$ cat src/logic/ctt_pkg.sv
`default_nettype none
package ctt_pkg;
    localparam logic [15:0] CTT_ALL_CLUSTERS = 16'hFFFF;
    localparam logic [15:0] CTT_MAX_COUNT = 16'h0200;
    localparam logic [7:0] CTT_KIND_VSC = 8'h01;
    localparam logic [7:0] CTT_KIND_DATA = 8'h02;
    localparam logic [7:0] CTT_KIND_CNUM = 8'h03;
    localparam int CTT_KINDS = 3;
    localparam int CTT_CLK_HZ = 100000000;
    localparam int CTT_SEC_NS = 1000000000;
    localparam int CTT_CLK_PERIOD_NS = CTT_SEC_NS / CTT_CLK_HZ;
    localparam int CTT_TICKS_PER_SEC = CTT_SEC_NS / CTT_CLK_PERIOD_NS;
    localparam logic [7:0] CTT_PEER_TIMEOUT_S = 8'h05;

    typedef enum logic [3:0] {
        CTT_RES_OK,
        CTT_RES_ILLEGAL,
        CTT_RES_ABSENT_CLUSTER,
        CTT_RES_ROUTE_FAULT,
        CTT_RES_FAR_TIMEOUT,
        CTT_RES_PEER_UNAVAILABLE,
        CTT_RES_PEER_RECEIVER_FULL,
        CTT_RES_PEER_OVERSIZE,
        CTT_RES_GENERAL_FAILURE
    } ctt_result_type;

    typedef struct packed {
        logic [15:0] cluster;
        logic [7:0] kind;
        logic [15:0] count;
        logic [15:0] word;
    } ctt_xfer_type;

    typedef enum logic [1:0] {SND_IDLE, SND_SCAN, SND_WAIT, SND_DONE} ctt_snd_state_type;
    typedef enum logic [1:0] {RCV_IDLE, RCV_WAIT, RCV_DONE} ctt_rcv_state_type;
endpackage
`default_nettype wire

$ cat src/logic/ctt_timer.sv
`timescale 1ns/1ps
`default_nettype none
module ctt_timer #(
    parameter int TICKS = 100000000,
    parameter int SEC_W = 8
) (
    // Clock and reset
    input wire logic sys_clk,
    input wire logic reset,
    input wire logic ce,
    // Control
    input wire logic run,
    input wire logic [SEC_W-1:0] limit,
    // Status
    output logic expired
);
    localparam int TW = (TICKS > 1) ? $clog2(TICKS) : 1;

    typedef struct packed {
        logic [TW-1:0] tick;
        logic [SEC_W-1:0] sec;
        logic expired;
    } ctt_tmr_state_type;

    ctt_tmr_state_type s_reg;
    ctt_tmr_state_type s_next;

    // Counting restarts whenever run drops, so a stale wait never leaks into the next
    always_comb begin
        s_next = s_reg;
        if (!run) begin
            s_next = '0;
        end else if (!s_reg.expired) begin
            if (s_reg.sec == limit) begin
                s_next.expired = 1'b1;
            end else if (s_reg.tick == TW'(TICKS - 1)) begin
                s_next.tick = '0;
                s_next.sec = s_reg.sec + 1'b1;
            end else begin
                s_next.tick = s_reg.tick + 1'b1;
            end
        end
    end

    always_ff @(posedge sys_clk) begin
        if (reset) begin
            s_reg <= '0;
        end else if (ce) begin
            s_reg <= s_next;
        end
    end

    assign expired = s_reg.expired;
endmodule
`default_nettype wire

$ cat src/logic/ctt_top.sv
`timescale 1ns/1ps
`default_nettype none
// Contract
// - All-clusters send reaches every other node
// - Other cluster value: at most one delivery, none for an absent cluster
// - VSC or broadcast: ok after all complete
// - Unicast data returns ok, reason, peer result
// - Device picks one adapter in cluster
// - Cluster-id kind sends own cluster number
// - Peer delivery forwarded to registered receiver
// - VSC delivery ok after host completes
// - Failed VSC host delivery: sticky fault
// - VSC host timeout: ok plus fault
// - Unicast data delivery reflects host outcome
// - Results drawn from the fixed result set
// - One registered receiver per kind
// - Host timeout uses registered seconds
module ctt_top import ctt_pkg::*; #(
    parameter int NODES = 8,
    parameter int TICKS_PER_SEC = CTT_TICKS_PER_SEC,
    parameter logic [7:0] PEER_TIMEOUT_S = CTT_PEER_TIMEOUT_S
) (
    // Clock, reset, enable
    input wire logic sys_clk,
    input wire logic reset,
    input wire logic ce,
    // Node table
    input wire logic [15:0] own_cluster,
    input wire logic [NODES-1:0] node_up,
    input wire logic [NODES-1:0][15:0] node_cluster,
    // Host send request
    input wire logic hs_valid,
    input wire ctt_xfer_type hs_req,
    output logic hs_ready,
    output logic hs_done,
    output ctt_result_type hs_result,
    // Outgoing peer delivery
    output logic po_valid,
    output logic [$clog2(NODES)-1:0] po_node,
    output ctt_xfer_type po_req,
    input wire logic po_done,
    input wire ctt_result_type po_result,
    // Incoming peer delivery
    input wire logic pi_valid,
    input wire ctt_xfer_type pi_req,
    output logic pi_ready,
    output logic pi_done,
    output ctt_result_type pi_result,
    // Host delivery
    output logic hd_valid,
    output logic [15:0] hd_service,
    output ctt_xfer_type hd_req,
    input wire logic hd_done,
    input wire ctt_result_type hd_result,
    // Receiver registration
    input wire logic reg_valid,
    input wire logic reg_connect,
    input wire logic [7:0] reg_kind,
    input wire logic [15:0] reg_service,
    input wire logic [7:0] reg_timeout_s,
    output logic reg_done,
    output logic reg_ok,
    // Fault status
    output logic fault_status
);
    localparam int NW = $clog2(NODES);
    localparam logic [NW-1:0] LAST_NODE = NW'(NODES - 1);

    typedef struct packed {
        ctt_snd_state_type snd;
        ctt_rcv_state_type rcv;
        ctt_xfer_type sreq;
        ctt_result_type sres;
        logic [NW-1:0] idx;
        logic any;
        ctt_xfer_type rreq;
        ctt_result_type rres;
        logic [7:0] rtmo;
        logic [CTT_KINDS-1:0] reg_on;
        logic [CTT_KINDS-1:0][15:0] reg_svc;
        logic [CTT_KINDS-1:0][7:0] reg_tmo;
        logic hs_ready;
        logic hs_done;
        ctt_result_type hs_result;
        logic po_valid;
        logic [NW-1:0] po_node;
        ctt_xfer_type po_req;
        logic pi_ready;
        logic pi_done;
        ctt_result_type pi_result;
        logic hd_valid;
        logic [15:0] hd_service;
        ctt_xfer_type hd_req;
        logic reg_done;
        logic reg_ok;
        logic fault;
    } ctt_state_type;

    ctt_state_type s_reg;
    ctt_state_type s_next;
    logic peer_expired;
    logic host_expired;

    function automatic logic kind_ok(input logic [7:0] k);
        kind_ok = (k == CTT_KIND_VSC) || (k == CTT_KIND_DATA) || (k == CTT_KIND_CNUM);
    endfunction

    function automatic logic [1:0] kind_idx(input logic [7:0] k);
        kind_idx = 2'(k - CTT_KIND_VSC);
    endfunction

    // Peer waits use a fixed timeout; host waits use what the receiver registered
    ctt_timer #(.TICKS(TICKS_PER_SEC), .SEC_W(8)) u_peer_timer (
        .sys_clk(sys_clk),
        .reset(reset),
        .ce(ce),
        .run(s_reg.snd == SND_WAIT),
        .limit(PEER_TIMEOUT_S),
        .expired(peer_expired)
    );

    ctt_timer #(.TICKS(TICKS_PER_SEC), .SEC_W(8)) u_host_timer (
        .sys_clk(sys_clk),
        .reset(reset),
        .ce(ce),
        .run(s_reg.rcv == RCV_WAIT),
        .limit(s_reg.rtmo),
        .expired(host_expired)
    );

    always_comb begin
        logic bcast;
        logic elig;
        logic [1:0] k;
        bcast = 1'b0;
        elig = 1'b0;
        k = 2'h0;
        s_next = s_reg;
        s_next.hs_done = 1'b0;
        s_next.po_valid = 1'b0;
        s_next.pi_done = 1'b0;
        s_next.hd_valid = 1'b0;
        s_next.reg_done = 1'b0;
        bcast = (s_reg.sreq.cluster == CTT_ALL_CLUSTERS);

        // Send side: nodes are visited one at a time, trading speed for a single timer
        case (s_reg.snd)
            SND_IDLE: begin
                if (hs_valid && s_reg.hs_ready) begin
                    s_next.sreq = hs_req;
                    s_next.idx = '0;
                    s_next.any = 1'b0;
                    s_next.sres = CTT_RES_OK;
                    s_next.snd = SND_SCAN;
                    if (hs_req.count[0] || (hs_req.count > CTT_MAX_COUNT)) begin
                        s_next.sres = CTT_RES_ILLEGAL;
                        s_next.snd = SND_DONE;
                    end else if (!kind_ok(hs_req.kind)) begin
                        s_next.sres = CTT_RES_ILLEGAL;
                        s_next.snd = SND_DONE;
                    end else if ((hs_req.kind == CTT_KIND_VSC)
                                 && (hs_req.cluster != CTT_ALL_CLUSTERS)) begin
                        s_next.sres = CTT_RES_ILLEGAL;
                        s_next.snd = SND_DONE;
                    end
                    if (hs_req.kind == CTT_KIND_CNUM) begin
                        s_next.sreq.word = own_cluster;
                    end
                end
            end
            SND_SCAN: begin
                // Lowest matching node wins when a cluster holds several adapters
                elig = node_up[s_reg.idx] && (node_cluster[s_reg.idx] != own_cluster)
                       && (bcast || (node_cluster[s_reg.idx] == s_reg.sreq.cluster));
                if (elig) begin
                    s_next.po_valid = 1'b1;
                    s_next.po_node = s_reg.idx;
                    s_next.po_req = s_reg.sreq;
                    s_next.any = 1'b1;
                    s_next.snd = SND_WAIT;
                end else if (s_reg.idx == LAST_NODE) begin
                    s_next.snd = SND_DONE;
                    if (!bcast && !s_reg.any) begin
                        s_next.sres = (s_reg.sreq.cluster == own_cluster) ?
                                      CTT_RES_ROUTE_FAULT : CTT_RES_ABSENT_CLUSTER;
                    end
                end else begin
                    s_next.idx = s_reg.idx + 1'b1;
                end
            end
            SND_WAIT: begin
                if (po_done || peer_expired) begin
                    if (!bcast) begin
                        s_next.sres = po_done ? po_result : CTT_RES_FAR_TIMEOUT;
                        s_next.snd = SND_DONE;
                    end else if (s_reg.idx == LAST_NODE) begin
                        s_next.snd = SND_DONE;
                    end else begin
                        s_next.idx = s_reg.idx + 1'b1;
                        s_next.snd = SND_SCAN;
                    end
                end
            end
            SND_DONE: begin
                s_next.hs_done = 1'b1;
                s_next.hs_result = s_reg.sres;
                s_next.snd = SND_IDLE;
            end
            default: s_next.snd = SND_IDLE;
        endcase

        // Receive side
        case (s_reg.rcv)
            RCV_IDLE: begin
                if (pi_valid && s_reg.pi_ready) begin
                    k = kind_idx(pi_req.kind);
                    s_next.rreq = pi_req;
                    s_next.rcv = RCV_DONE;
                    if (!kind_ok(pi_req.kind) || pi_req.count[0]
                        || (pi_req.count > CTT_MAX_COUNT)) begin
                        s_next.rres = CTT_RES_ILLEGAL;
                    end else if (!s_reg.reg_on[k]) begin
                        s_next.rres = (pi_req.kind == CTT_KIND_VSC) ?
                                      CTT_RES_OK : CTT_RES_PEER_UNAVAILABLE;
                    end else begin
                        s_next.hd_valid = 1'b1;
                        s_next.hd_req = pi_req;
                        s_next.hd_service = s_reg.reg_svc[k];
                        s_next.rtmo = s_reg.reg_tmo[k];
                        s_next.rcv = RCV_WAIT;
                    end
                end
            end
            RCV_WAIT: begin
                if (hd_done || host_expired) begin
                    s_next.rcv = RCV_DONE;
                    if (s_reg.rreq.kind == CTT_KIND_VSC) begin
                        s_next.rres = CTT_RES_OK;
                        if (!hd_done || (hd_result != CTT_RES_OK)) begin
                            s_next.fault = 1'b1;
                        end
                    end else begin
                        s_next.rres = hd_done ? hd_result : CTT_RES_FAR_TIMEOUT;
                    end
                end
            end
            RCV_DONE: begin
                s_next.pi_done = 1'b1;
                s_next.pi_result = s_reg.rres;
                s_next.rcv = RCV_IDLE;
            end
            default: s_next.rcv = RCV_IDLE;
        endcase

        // Registration; a second service for a taken kind is refused
        if (reg_valid) begin
            k = kind_idx(reg_kind);
            s_next.reg_done = 1'b1;
            s_next.reg_ok = 1'b0;
            if (kind_ok(reg_kind)) begin
                if (reg_connect) begin
                    if (!s_reg.reg_on[k] || (s_reg.reg_svc[k] == reg_service)) begin
                        s_next.reg_on[k] = 1'b1;
                        s_next.reg_svc[k] = reg_service;
                        s_next.reg_tmo[k] = reg_timeout_s;
                        s_next.reg_ok = 1'b1;
                    end
                end else if (s_reg.reg_on[k] && (s_reg.reg_svc[k] == reg_service)) begin
                    s_next.reg_on[k] = 1'b0;
                    s_next.reg_ok = 1'b1;
                end
            end
        end

        s_next.hs_ready = (s_next.snd == SND_IDLE);
        s_next.pi_ready = (s_next.rcv == RCV_IDLE);
    end

    // Fault has no clear path other than reset
    always_ff @(posedge sys_clk) begin
        if (reset) begin
            s_reg <= '0;
        end else if (ce) begin
            s_reg <= s_next;
        end
    end

    assign hs_ready = s_reg.hs_ready;
    assign hs_done = s_reg.hs_done;
    assign hs_result = s_reg.hs_result;
    assign po_valid = s_reg.po_valid;
    assign po_node = s_reg.po_node;
    assign po_req = s_reg.po_req;
    assign pi_ready = s_reg.pi_ready;
    assign pi_done = s_reg.pi_done;
    assign pi_result = s_reg.pi_result;
    assign hd_valid = s_reg.hd_valid;
    assign hd_service = s_reg.hd_service;
    assign hd_req = s_reg.hd_req;
    assign reg_done = s_reg.reg_done;
    assign reg_ok = s_reg.reg_ok;
    assign fault_status = s_reg.fault;
endmodule
`default_nettype wire

$ cat config.mk
export PLATFORM = sky130hd
export DESIGN_NAME = ctt_top
export DESIGN_NICKNAME = d
export VERILOG_FILES = /design/src/logic/ctt_pkg.sv /design/src/logic/ctt_timer.sv /design/src/logic/ctt_top.sv
export SDC_FILE = /design/constraint.sdc
export NUM_CORES = 1
export LEC_CHECK = 0
export BUFFER_PORTS_ARGS = -buffer_cell sky130_fd_sc_hd__buf_2
export CORE_AREA = 5 5 223 225
export DETAILED_ROUTE_END_ITERATION = 7
export DIE_AREA = 0 0 228 230
export SKIP_LAST_GASP = 1
export SLEW_MARGIN = 20
export SYNTH_ARGS = -nofsm -noshare
export SYNTH_HDL_FRONTEND = slang
export SYNTH_SLANG_ARGS = --single-unit
$ cat constraint.sdc
create_clock -name sys_clk -period 11.8 [get_ports sys_clk]
set_input_delay 2.95 -clock sys_clk [delete_from_list [all_inputs] [get_ports sys_clk]]
set_output_delay 2.95 -clock sys_clk [all_outputs]
set_load 0.02 [all_outputs]
# Yosys cells after proc, flatten, opt, wreduce, memory -nomap -nowiden
# Cells that the tools add are included.
dict set report classes {
  n_addsub 7
  n_lt_le_gt_ge 6
  eq_ne 44
  mux 92
  n_bitwise 4
  n_reduce_logical 54
}
# cell count
set ops {}
lappend ops {{73-bit 2-to-1 mux} 4}
lappend ops {{36-bit 2-to-1 mux} 4}
lappend ops {{60-bit 2-to-1 mux} 2}
lappend ops {{16-bit 2-to-1 mux} 5}
lappend ops {{75-bit 2-to-1 mux} 1}
lappend ops {{35-bit 2-to-1 mux} 2}
lappend ops {{16-bit binary-select mux with 2-bit select} 2}
lappend ops {{8-bit 2-to-1 mux} 7}
lappend ops {{27-bit by 1-bit adder with 27-bit output, second input constant} 2}
lappend ops {{27-bit equality test, second input constant} 2}
lappend ops {{27-bit 2-to-1 mux} 2}
lappend ops {{16-bit binary-select mux with 3-bit select} 1}
lappend ops {{48-bit bitwise mux} 1}
lappend ops {{16-bit equality test} 3}
lappend ops {{8-bit by 2-bit equality test with 1-bit output, second input constant} 6}
lappend ops {{4-bit 2-to-1 mux} 9}
lappend ops {{16-bit demux with 2-bit select} 1}
lappend ops {{8-bit by 1-bit equality test with 1-bit output, second input constant} 4}
lappend ops {{16-bit by 10-bit > comparator with 1-bit output, second input constant} 2}
lappend ops {{2-bit inequality test, second input constant} 16}
lappend ops {{2-bit 2-to-1 mux} 14}
lappend ops {{5-bit AND reduction} 5}
lappend ops {{24-bit bitwise mux} 1}
lappend ops {{7-bit one-hot mux with 3 select lines} 1}
lappend ops {{other kinds (46)} 110}
dict set report totals {
  register_bits 383
  inputBits 313
  output_inout_bits 148
  wordCells 253
}

# Depth between registers and ports, before layout
# Gate-level depths: netlist of run 1.
dict set report logic_depth {
  word_depth 10
  mapped_depth 18
}

# By module
# A second synthesis of run 1 with hierarchy kept.
dict set report unflattened {
  hier_cells 2183
  area_unflattened_um2 19319.8
}
# mod n_inst cells_each area_per_inst_um2
set by_module_without_submodules {}
lappend by_module_without_submodules {ctt_top 1 1709 15393.5}
lappend by_module_without_submodules {ctt_timer 2 237 1963.1}

# Least setup slack after synthesis of run 1
# No wires, ideal clock.
dict set report synth_timing {
  kind {input to register}
  start {in reg_kind[0]}
  end {reg with a tool-made name}
  setup_ns 0.128
  t_arrival_ns 6.526
  slack_ns 5.147
  cell_stages 18
  path_buffers 7
  cell_sequence {buf_2 > buf_1 > inv_1 > ha_1 > clkbuf_1 > and2_1 > clkbuf_1 > buf_2 > o2bb2ai_1 > xor2_1 > nor4_1 > nand4_1 > a211oi_1 > and2_1 > buf_2 > buf_4 > mux2i_1 > nor2_1}
}
# item line
set synth_lines {}
lappend synth_lines {{start, declared} ctt_top.sv:58} ;# input wire logic [7:0] reg_kind,

==> out/qor.yml, run 1 <==
status: "finished, final reports clean"
hold_violations: 0
drt_wl_total_um: 53200
fillers: 4640
gp_congestion: 0.902
synth_seq_cells: 383
start_util: 0.396
setup_violations: 0
wl_per_cell_um: 17.6
min_from: "hd_req[36]$_SDFFE_PP0P_"
synth_area_um2: 18800
clock-sinks: 383
ys_warn_count: 0
hold_buffers: 0
ant_nets: 0
fin_skew_ns: 0.0174
layout_common_cells: "buf_2 (459), dfxtp_1 (382), nor2_1 (286), mux2i_1 (231), nand2_1 (224)"
path_depth: 13
post-route-util: 0.459
nNetsFinal: 2707
max_stage_delay_ns: 0.73
clkLatencyLatePin_ns: 0.56
yosysUniqueCellTypes: 55
gr-total-overflow: 0
area_delta_synth_final_pct: 15.8
synth.net_count: 2453
die-height_um: 230
clockRootBuffer: "clkbuf_16"
synth_cells: 2121
htreeDepth: 2
drc: 0
clk_path_buf_depth: 3
vias: 15500
hpwlAfterDp_um: 39100
fp.dieW_um: 228
grt_antenna_before_repair: 4
cp_max_fo: 23
relSlewSlack: 0.256
rr_worst_depth: 10
vdd_ir_drop_max_v: 0.0000804
synth_top_area_share: 0.409
crit_buf_inv: 3
period_share: 0.592
path_clk_slew_ns: 0.06
grt_pass1_vias: 15300
tightest_slew_ns: 1.12
setup_tns_ns: 0
io_buffers: 460
cts_tree: "done"
core-area_um2: 47300
rows: 80
worstPathRequired_ns: 12.21
syn_avg_cell_area_um2: 8.85
mostFrequentLayoutCell: "buf_2"
hold_end: "hd_req[36]$_SDFFE_PP0P_"
cts-resized-gates: 0
synth-seq-area-share: 0.409
crit-reg2reg-capture: "po_req[6]$_SDFFE_PP0P_"
reg2reg_slack_ns: 7.14
max_freq_mhz: 143
drt_iter0_markers: 903
power_leakage_nw: 8.95
min_period_ns: 6.98
yosysTopAreaCell: "dfxtp_1"
crit_slowest_cell: "ha_1"
end_kind: "flop"
finalMaxSlewViolations: 0
holdPathStages: 1
dr.pass1.iters: 5
numCtsBuffers: 44
cap_viol_max_count: 0
grt_use_total: 0.192
path_cells: "buf_2 -> inv_1 -> ha_1 -> and2_1 -> o2bb2ai_1 -> xor2_1 -> nor4_1 -> nand4_1 -> a211oi_1 -> and2_1 -> buf_4 -> mux2i_1 -> nor2_1"
grt_first_pass_wirelength_um: 83600
path_delay_family: "simple AND/OR/NAND/NOR gates"
async_flop_share: 0
synthTopCellsByArea: "dfxtp_1 (41%), mux2i_1 (12%), buf_4 (5.9%), nor2_1 (5.7%), nand2_1 (4.5%)"
critPathKind: "primary input to flop"
arrival_ns: 7.39
postCtsSetupBuffers: 0
grt_setup_unrepaired: "no"
cp_common_cell: "and2_1"
die_area_um2: 52400
synth_flop_cell: "dfxtp_1"
powerDensity_nw_per_um2: 131
drive_gt1_frac: 0.244
ios: 461
grt_start_max_net_pins: 132
timing.rr.start: "s_reg[292]$_SDFFE_PP0P_"
avgViaCountPerCell: 5.13
synth_edf_count: 0
critPathLaunchType: "primary input"
hold_class: "flop to flop"
==> kinds of logic (layout without fill, tap and decap cells) <==
kind of cell             Yosys count  count (layout)  share of synthesized area
AND/OR/NAND/NOR                  742             742                      0.179
flip-flops                       383             383                      0.409
AO/OA/AOI/OAI                    301             301                      0.100
buffers and inverters            288             568                     0.0907
multiplexers                     268             268                      0.153
XOR/XNOR                         120             120                     0.0560
adder cells (fa/ha/maj)           19              19                     0.0127
other                              0               2                          0
==> layer usage <==
layer	vias up	share of wire	GRT usage
li1	7676	-	-
met1	7348	0.45	0.254
met2	394	0.47	0.322
met3	75	0.057	0.0375
met4	4	0.021	0.0522
met5	-	0.00041	0
==> how the worst max path moves through the flow <==
stage | startpoint | end | slack [ns]
final | reg_kind[0] | flop | 4.82
after detailed placement | reg_kind[0] | flop | 4.21
after CTS | reg_kind[0] | flop | 4.83
after floorplan | reg_kind[0] | flop | 5.15
after global placement | reg_kind[0] | flop | 4.52
after global routing | reg_kind[0] | flop | 4.37
==> cell usage after synthesis (all sizes together) (5+ instances only) <==
cell	instances
mux2	25
inv	24
dfxtp	383
mux4	12
clkbuf	89
and2	20
xnor2	38
a21oi	156
a211oi	47
and3	10
xor2	82
o21ai	25
nand3	37
nand3b	5
nand2	224
o2bb2ai	16
mux2i	231
ha	19
or3	13
buf	175
nand2b	11
nor4	31
nor2	287
a22o	12
nor3b	26
nor2b	6
a22oi	10
nor3	24
nand4	30
==> where the power goes <==
group	leakage, nW	switching, mW	internal, mW	total (mW)
Sequential	3.09	0.0114	1.30	1.31
Clock	0.674	0.528	0.784	1.31
Combinational	5.19	0.126	0.0886	0.215
Total	8.95	0.666	2.18	2.84
==> worst reg2reg max path: stages (launching register included) <==
cell,delay [ns]
dfxtp_4,0.98
mux4_2,0.65
mux2i_1,0.48
xor2_1,0.20
o2111ai_1,0.13
nor4_1,0.28
a21boi_0,0.25
nand4_1,0.26
buf_4,0.87
mux2i_1,0.35
nor2_1,0.06
==> area by class of cell <==
| type | instances | area [um^2] | area share |
|---|---|---|---|
| Antenna cell | 2 | 5.00 | 0.000230 |
| Clock buffer | 63 | 1260 | 0.0582 |
| Clock inverter | 9 | 106 | 0.00490 |
| Inverter | 24 | 90.1 | 0.00415 |
| Multi-Input combinational cell | 1450 | 9410 | 0.433 |
| Sequential cell | 383 | 7670 | 0.353 |
| Tap cell | 615 | 769 | 0.0354 |
| Timing Repair Buffer | 472 | 2400 | 0.111 |
==> through the flow <==
stage               instance area [um^2]  hold WS [ns]  std cells  power (mW)  setup WS [ns]
global placement                   20300         0.440       2944        1.55           4.52
CTS                                21700         0.452       3016        2.88           4.83
floorplan                          18800         0.431       2121        1.45           5.15
global route                       21700         0.466       3017        2.96           4.37
finish                             21700         0.449       3018        2.84           4.82
detailed placement                 20300         0.439       2944        1.56           4.21
(Power assumes the default switching activity.)
==> inputs of run 2 (changes only) <==
Clock period 11.8 ns to 6.9 ns, I/O delays scaled along.
==> run 2 against run 1 <==
Effect of this change:
- register-to-register slack got worse by 4.8 ns
- die area unchanged
- clock skew is 0.0012 ns higher
- total power up 70%
- sequential share of layout area down 0.063 points
==> out/qor.yml, run 2 (synthesis results as in run 1) <==
status: "finished, final reports clean"
dr_wl_met2_um: 25400
postCtsSetupBuffers: 0
die_area_um2: 52400
io_buffers: 460
critPathLaunchType: "primary input"
worstPathRequired_ns: 7.32
clkLatencyLatePin_ns: 0.57
die-height_um: 230
critPathKind: "primary input to flop"
setup_tns_ns: 0
drt_iter0_markers: 1049
drt_wl_total_um: 53800
vias: 15600
area_delta_synth_final_pct: 16.0
drc: 0
cts_tree: "done"
drive_gt1_frac: 0.247
end_kind: "flop"
clk_path_buf_depth: 3
holdPathStages: 2
path_cells: "buf_2 -> inv_1 -> ha_1 -> buf_4 -> and2_1 -> o2bb2ai_1 -> xor2_1 -> nor4_1 -> nand4_1 -> a211oi_1 -> and2_1 -> buf_4 -> mux2i_1 -> nor2_1"
pwr-share-clk: 0.459
grt_pass1_vias: 15600
fp.dieW_um: 228
pwr-share-seq: 0.464
numCtsBuffers: 43
relSlewSlack: 0.300
clock-sinks: 383
dr.pass1.iters: 5
multiInputGateArea_um2: 9420
hpwlAfterDp_um: 39500
highest_layer: "met4"
crit_slowest_cell: "and2_1"
hold_buffers: 0
internal_power_mw: 3.67
core-area_um2: 47300
met3_length_um: 2720
finalMaxSlewViolations: 0
ant_nets: 0
fillers: 4628
nNetsFinal: 2709
wl_per_cell_um: 17.8
rows: 80
setup_violations: 0
whs_ns: 0.451
path_clk_slew_ns: 0.06
powerDensity_nw_per_um2: 223
reg2reg_slack_ns: 2.32
max_freq_mhz: 201
cap_viol_max_count: 0
p_total_mw: 4.84
p_comb_frac: 0.077
power_leakage_nw: 8.97
hold_class: "flop to flop"
final-seq-area_um2: 7670
grt_antenna_before_repair: 0
avgViaCountPerCell: 5.15
m1WireLength_um: 24500
rr_worst_depth: 9
cts-resized-gates: 0
num_antenna_cells: 0
grt_setup_unrepaired: "no"
gr-total-overflow: 0
p_switching_mw: 1.17
grt_first_pass_wirelength_um: 84900
max_stage_delay_ns: 0.66
grt_use_total: 0.195
arrival_ns: 5.40
mostFrequentLayoutCell: "buf_2"
gp_congestion: 0.869
grt_start_max_net_pins: 181
fin_skew_ns: 0.0186
cp_max_fo: 19
layout_common_cells: "buf_2 (459), dfxtp_1 (382), nor2_1 (286), mux2i_1 (231), nand2_1 (224)"
period_share: 0.722
min_period_ns: 4.98
clockRootBuffer: "clkbuf_16"
sw_frac_of_total: 0.241
hold_violations: 0
start_util: 0.396
ios: 461
tightest_slew_ns: 1.05
vdd_ir_drop_max_v: 0.000167
htreeDepth: 2
-- run 2: cell type report --
type | instances | area share
Clock buffer | 60 | 0.0551
Multi-Input combinational cell | 1450 | 0.433
Inverter | 24 | 0.00414
Timing Repair Buffer | 475 | 0.113
Clock inverter | 15 | 0.00684
Sequential cell | 383 | 0.353
Tap cell | 615 | 0.0354
-- run 2: power by group through the flow --
stage	registers, mW	clock network [mW]	logic (mW)
floorplan	2.29	0	0.196
global placement	2.30	0	0.364
detailed placement	2.30	0	0.371
CTS	2.25	2.30	0.373
global route	2.25	2.39	0.407
finish	2.25	2.22	0.373
-- run 2: path summary, 6_finish.rpt --
kind / startpoint / endpoint
max: reg_kind[0] / flop
min reg2reg: hd_req[13]$_SDFFE_PP0P_ / hd_req[13]$_SDFFE_PP0P_
max reg2reg: s_reg[292]$_SDFFE_PP0P_ / po_req[31]$_SDFFE_PP0P_
min: hd_req[13]$_SDFFE_PP0P_ / hd_req[13]$_SDFFE_PP0P_
-- run 2: through the flow --
stage	worst slack (ns)	area, um^2	utilization	std cells
2_1_floorplan	1.47	18800	-	2121
3_3_place_gp	1.53	20400	0.431	2947
3_5_place_dp	1.36	20400	0.431	2947
4_1_cts	1.96	21800	0.459	3022
5_1_grt	1.57	21800	0.460	3022
6_report	1.92	21800	0.460	3022
-- run 2: layer usage --
layer  global-route usage  up-vias
li1                     -     7676
met1                0.261     7415
met2                0.324      379
met3               0.0395       83
met4               0.0522        0
met5                    0        -
-- run 2: worst max-delay path: cells and delay by family --
kind | cells | cell delay, ns
adders and majority gates | 1 | 0.27
buffers and inverters | 4 | 0.78
AOI/OAI and AO/OA | 2 | 0.53
and+or+nand+nor | 5 | 1.75
muxes | 1 | 0.23
xor gates and xnor gates | 1 | 0.09
==> inputs of run 3 (changes only) <==
Settings changed: ABC_AREA from default to 1, CORE_AREA 5 5 223 225 to 5 5 231 233, DIE_AREA 0 0 228 230 to 0 0 236 238.
Clock period 6.9 ns to 4.61 ns, I/O delays scaled along.
==> run 3 against run 2 <==
Effect of this change:
- die area increased by 7.1%
- critical path depth did not move
- non-clock buffer count increased by 12
- clock skew fell by 0.0013 ns
- via count is 27% higher
- final cell count increased by 31%
- clock power increased by 56%
- sequential cell count stayed put
- routed wire length up 20%
- sequential share of layout area is 2.3 points lower
- largest power group is now the clock network
- final area is 7.0% higher
- worst hold slack got worse by 0.00051 ns
==> out/qor.yml, run 3 <==
postCtsSetupBuffers: 0
async_flop_share: 0
ys_warn_count: 0
cts_tree: "done"
setup_violations: 0
crit_start: "reg_kind[0]"
start_util: 0.395
grt_setup_unrepaired: "no"
clk_path_buf_depth: 3
synth_common_cells: "nand2_1 (635), dfxtp_1 (383), inv_1 (376)"
rr_worst_depth: 18
cap_viol_max_count: 0
syn_avg_cell_area_um2: 6.73
stdcell_count: 3961
drive_gt1_frac: 0.180
yosysMostFrequentCell: "nand2_1"
layout_common_cells: "nand2_1 (633), buf_2 (459), dfxtp_1 (382), inv_1 (374), a21oi_1 (287)"
reg2reg_slack_ns: 1.22
grt_antenna_before_repair: 7
status: "finished, final reports clean"
die-height_um: 238
synth_top_area_share: 0.381
ios: 461
hpwlAfterDp_um: 47000
vias: 19700
min_period_ns: 3.76
critPathKind: "primary input to flop"
grt_start_max_net_pins: 146
synth.net_count: 3326
powerDensity_nw_per_um2: 328
die_area_um2: 56200
synthTopCellsByArea: "dfxtp_1 (38%), nand2_1 (12%), a21oi_1 (7.1%), inv_1 (7.0%), o21ai_0 (6.3%)"
dr.pass1.iters: 7
rows: 83
nNetsFinal: 3571
fin_skew_ns: 0.0173
ant_nets: 0
multiInputGateArea_um2: 9320
gr-total-overflow: 0
end_kind: "flop"
finalMaxSlewViolations: 0
synth_edf_count: 0
numCtsBuffers: 43
synth_seq_cells: 383
whs_ns: 0.450
drt_wl_total_um: 64400
relSlewSlack: 0.337
period_share: 0.815
critPathLaunchType: "primary input"
synth_cells: 2994
grt_use_total: 0.215
timing.rr.start: "s_reg[292]$_SDFFE_PP0P_"
synth-seq-area-share: 0.381
holdPathStages: 2
synth_area_um2: 20100
avgViaCountPerCell: 4.97
fp.dieW_um: 236
dp.cells: 3874
grt_pass1_vias: 18000
drc: 0
grt_first_pass_wirelength_um: 99500
min_from: "fault_status$_SDFFE_PP0P_"
yosysTopAreaCell: "dfxtp_1"
worstPathRequired_ns: 5.02
clkLatencyLatePin_ns: 0.56
clockRootBuffer: "clkbuf_16"
gp_congestion: 0.896
hold_class: "flop to flop"
power_leakage_nw: 10.5
final-seq-area_um2: 7670
area_delta_synth_final_pct: 15.6
tightest_slew_ns: 0.993
htreeDepth: 2
cts-resized-gates: 0
cp_max_fo: 44
core-area_um2: 51000
path_clk_slew_ns: 0.06
drt_iter0_markers: 1555
io_buffers: 460
hold_violations: 0
fillers: 5400
mostFrequentLayoutCell: "nand2_1"
wl_per_cell_um: 16.3
synth_flop_cell: "dfxtp_1"
max_freq_mhz: 266
arrival_ns: 4.17
hold_buffers: 0
setup_tns_ns: 0
clock-sinks: 383
yosysUniqueCellTypes: 51
vdd_ir_drop_max_v: 0.000223
run 3: cells by family (layout without fill, tap and decap cells):
| group | Yosys count | in the layout | synth area share |
|---|---|---|---|
| simple gates | 1208 | 1208 | 0.253 |
| compound gates | 677 | 677 | 0.181 |
| buf+inv | 668 | 947 | 0.157 |
| flops | 383 | 383 | 0.381 |
| xor+xnor | 39 | 39 | 0.0170 |
| fa+ha+maj | 19 | 19 | 0.0118 |
| other cells | 0 | 8 | 0 |
run 3: cell type report:
| type | instances | share of cell area |
|---|---|---|
| Antenna cell | 8 | 0.000860 |
| Clock buffer | 61 | 0.0548 |
| Clock inverter | 18 | 0.00688 |
| Inverter | 381 | 0.0618 |
| Multi-Input combinational cell | 1943 | 0.400 |
| Sequential cell | 383 | 0.329 |
| Tap cell | 680 | 0.0366 |
| Timing Repair Buffer | 487 | 0.109 |
run 3: critical path, cell delays in order:
cell and delay, ns:
buf_2 0.11, inv_4 0.03, ha_1 0.30, nand2_1 0.41, o21ai_0 0.18, xor2_1 0.17
inv_1 0.06, nand2_1 0.04, nor4_1 0.33, nand2_1 0.17, a21oi_4 0.25, nand2_2 0.50
o21ai_0 0.37, a21oi_1 0.06
run 3: through the flow:
step                utilization  power, mW  instance area (um^2)  setup slack [ns]
floorplan                     -       3.91                 20100             0.992
global placement          0.428       4.23                 21800             0.361
detailed placement        0.428       4.23                 21800             0.270
CTS                       0.456       7.71                 23300             0.857
global route              0.456       7.96                 23300             0.500
finish                    0.456       7.63                 23300             0.853
run 3: path summary, 6_finish.rpt:
| kind | endpoint |
|---|---|
| setup / recovery | flop |
| setup reg to reg | po_req[21]$_SDFFE_PP0P_ |
| hold reg to reg | fault_status$_SDFFE_PP0P_ |
| hold / removal | fault_status$_SDFFE_PP0P_ |
run 3: per-layer routing:
layer	global-route usage	vias to the layer above	wire [um]	share of wire
met5	0	-	33	0.00051
met4	0.0489	4	1220	0.019
met1	0.305	8917	29700	0.46
li1	-	10100	-	-
met3	0.0425	86	4410	0.068
met2	0.339	574	29000	0.45
run 3: where the power goes:
group          internal (mW)  switching, mW  leakage [nW]  total, mW
logic                  0.283          0.509          6.73      0.792
registers               3.35         0.0271          3.09       3.37
clock network           2.04           1.42         0.715       3.47
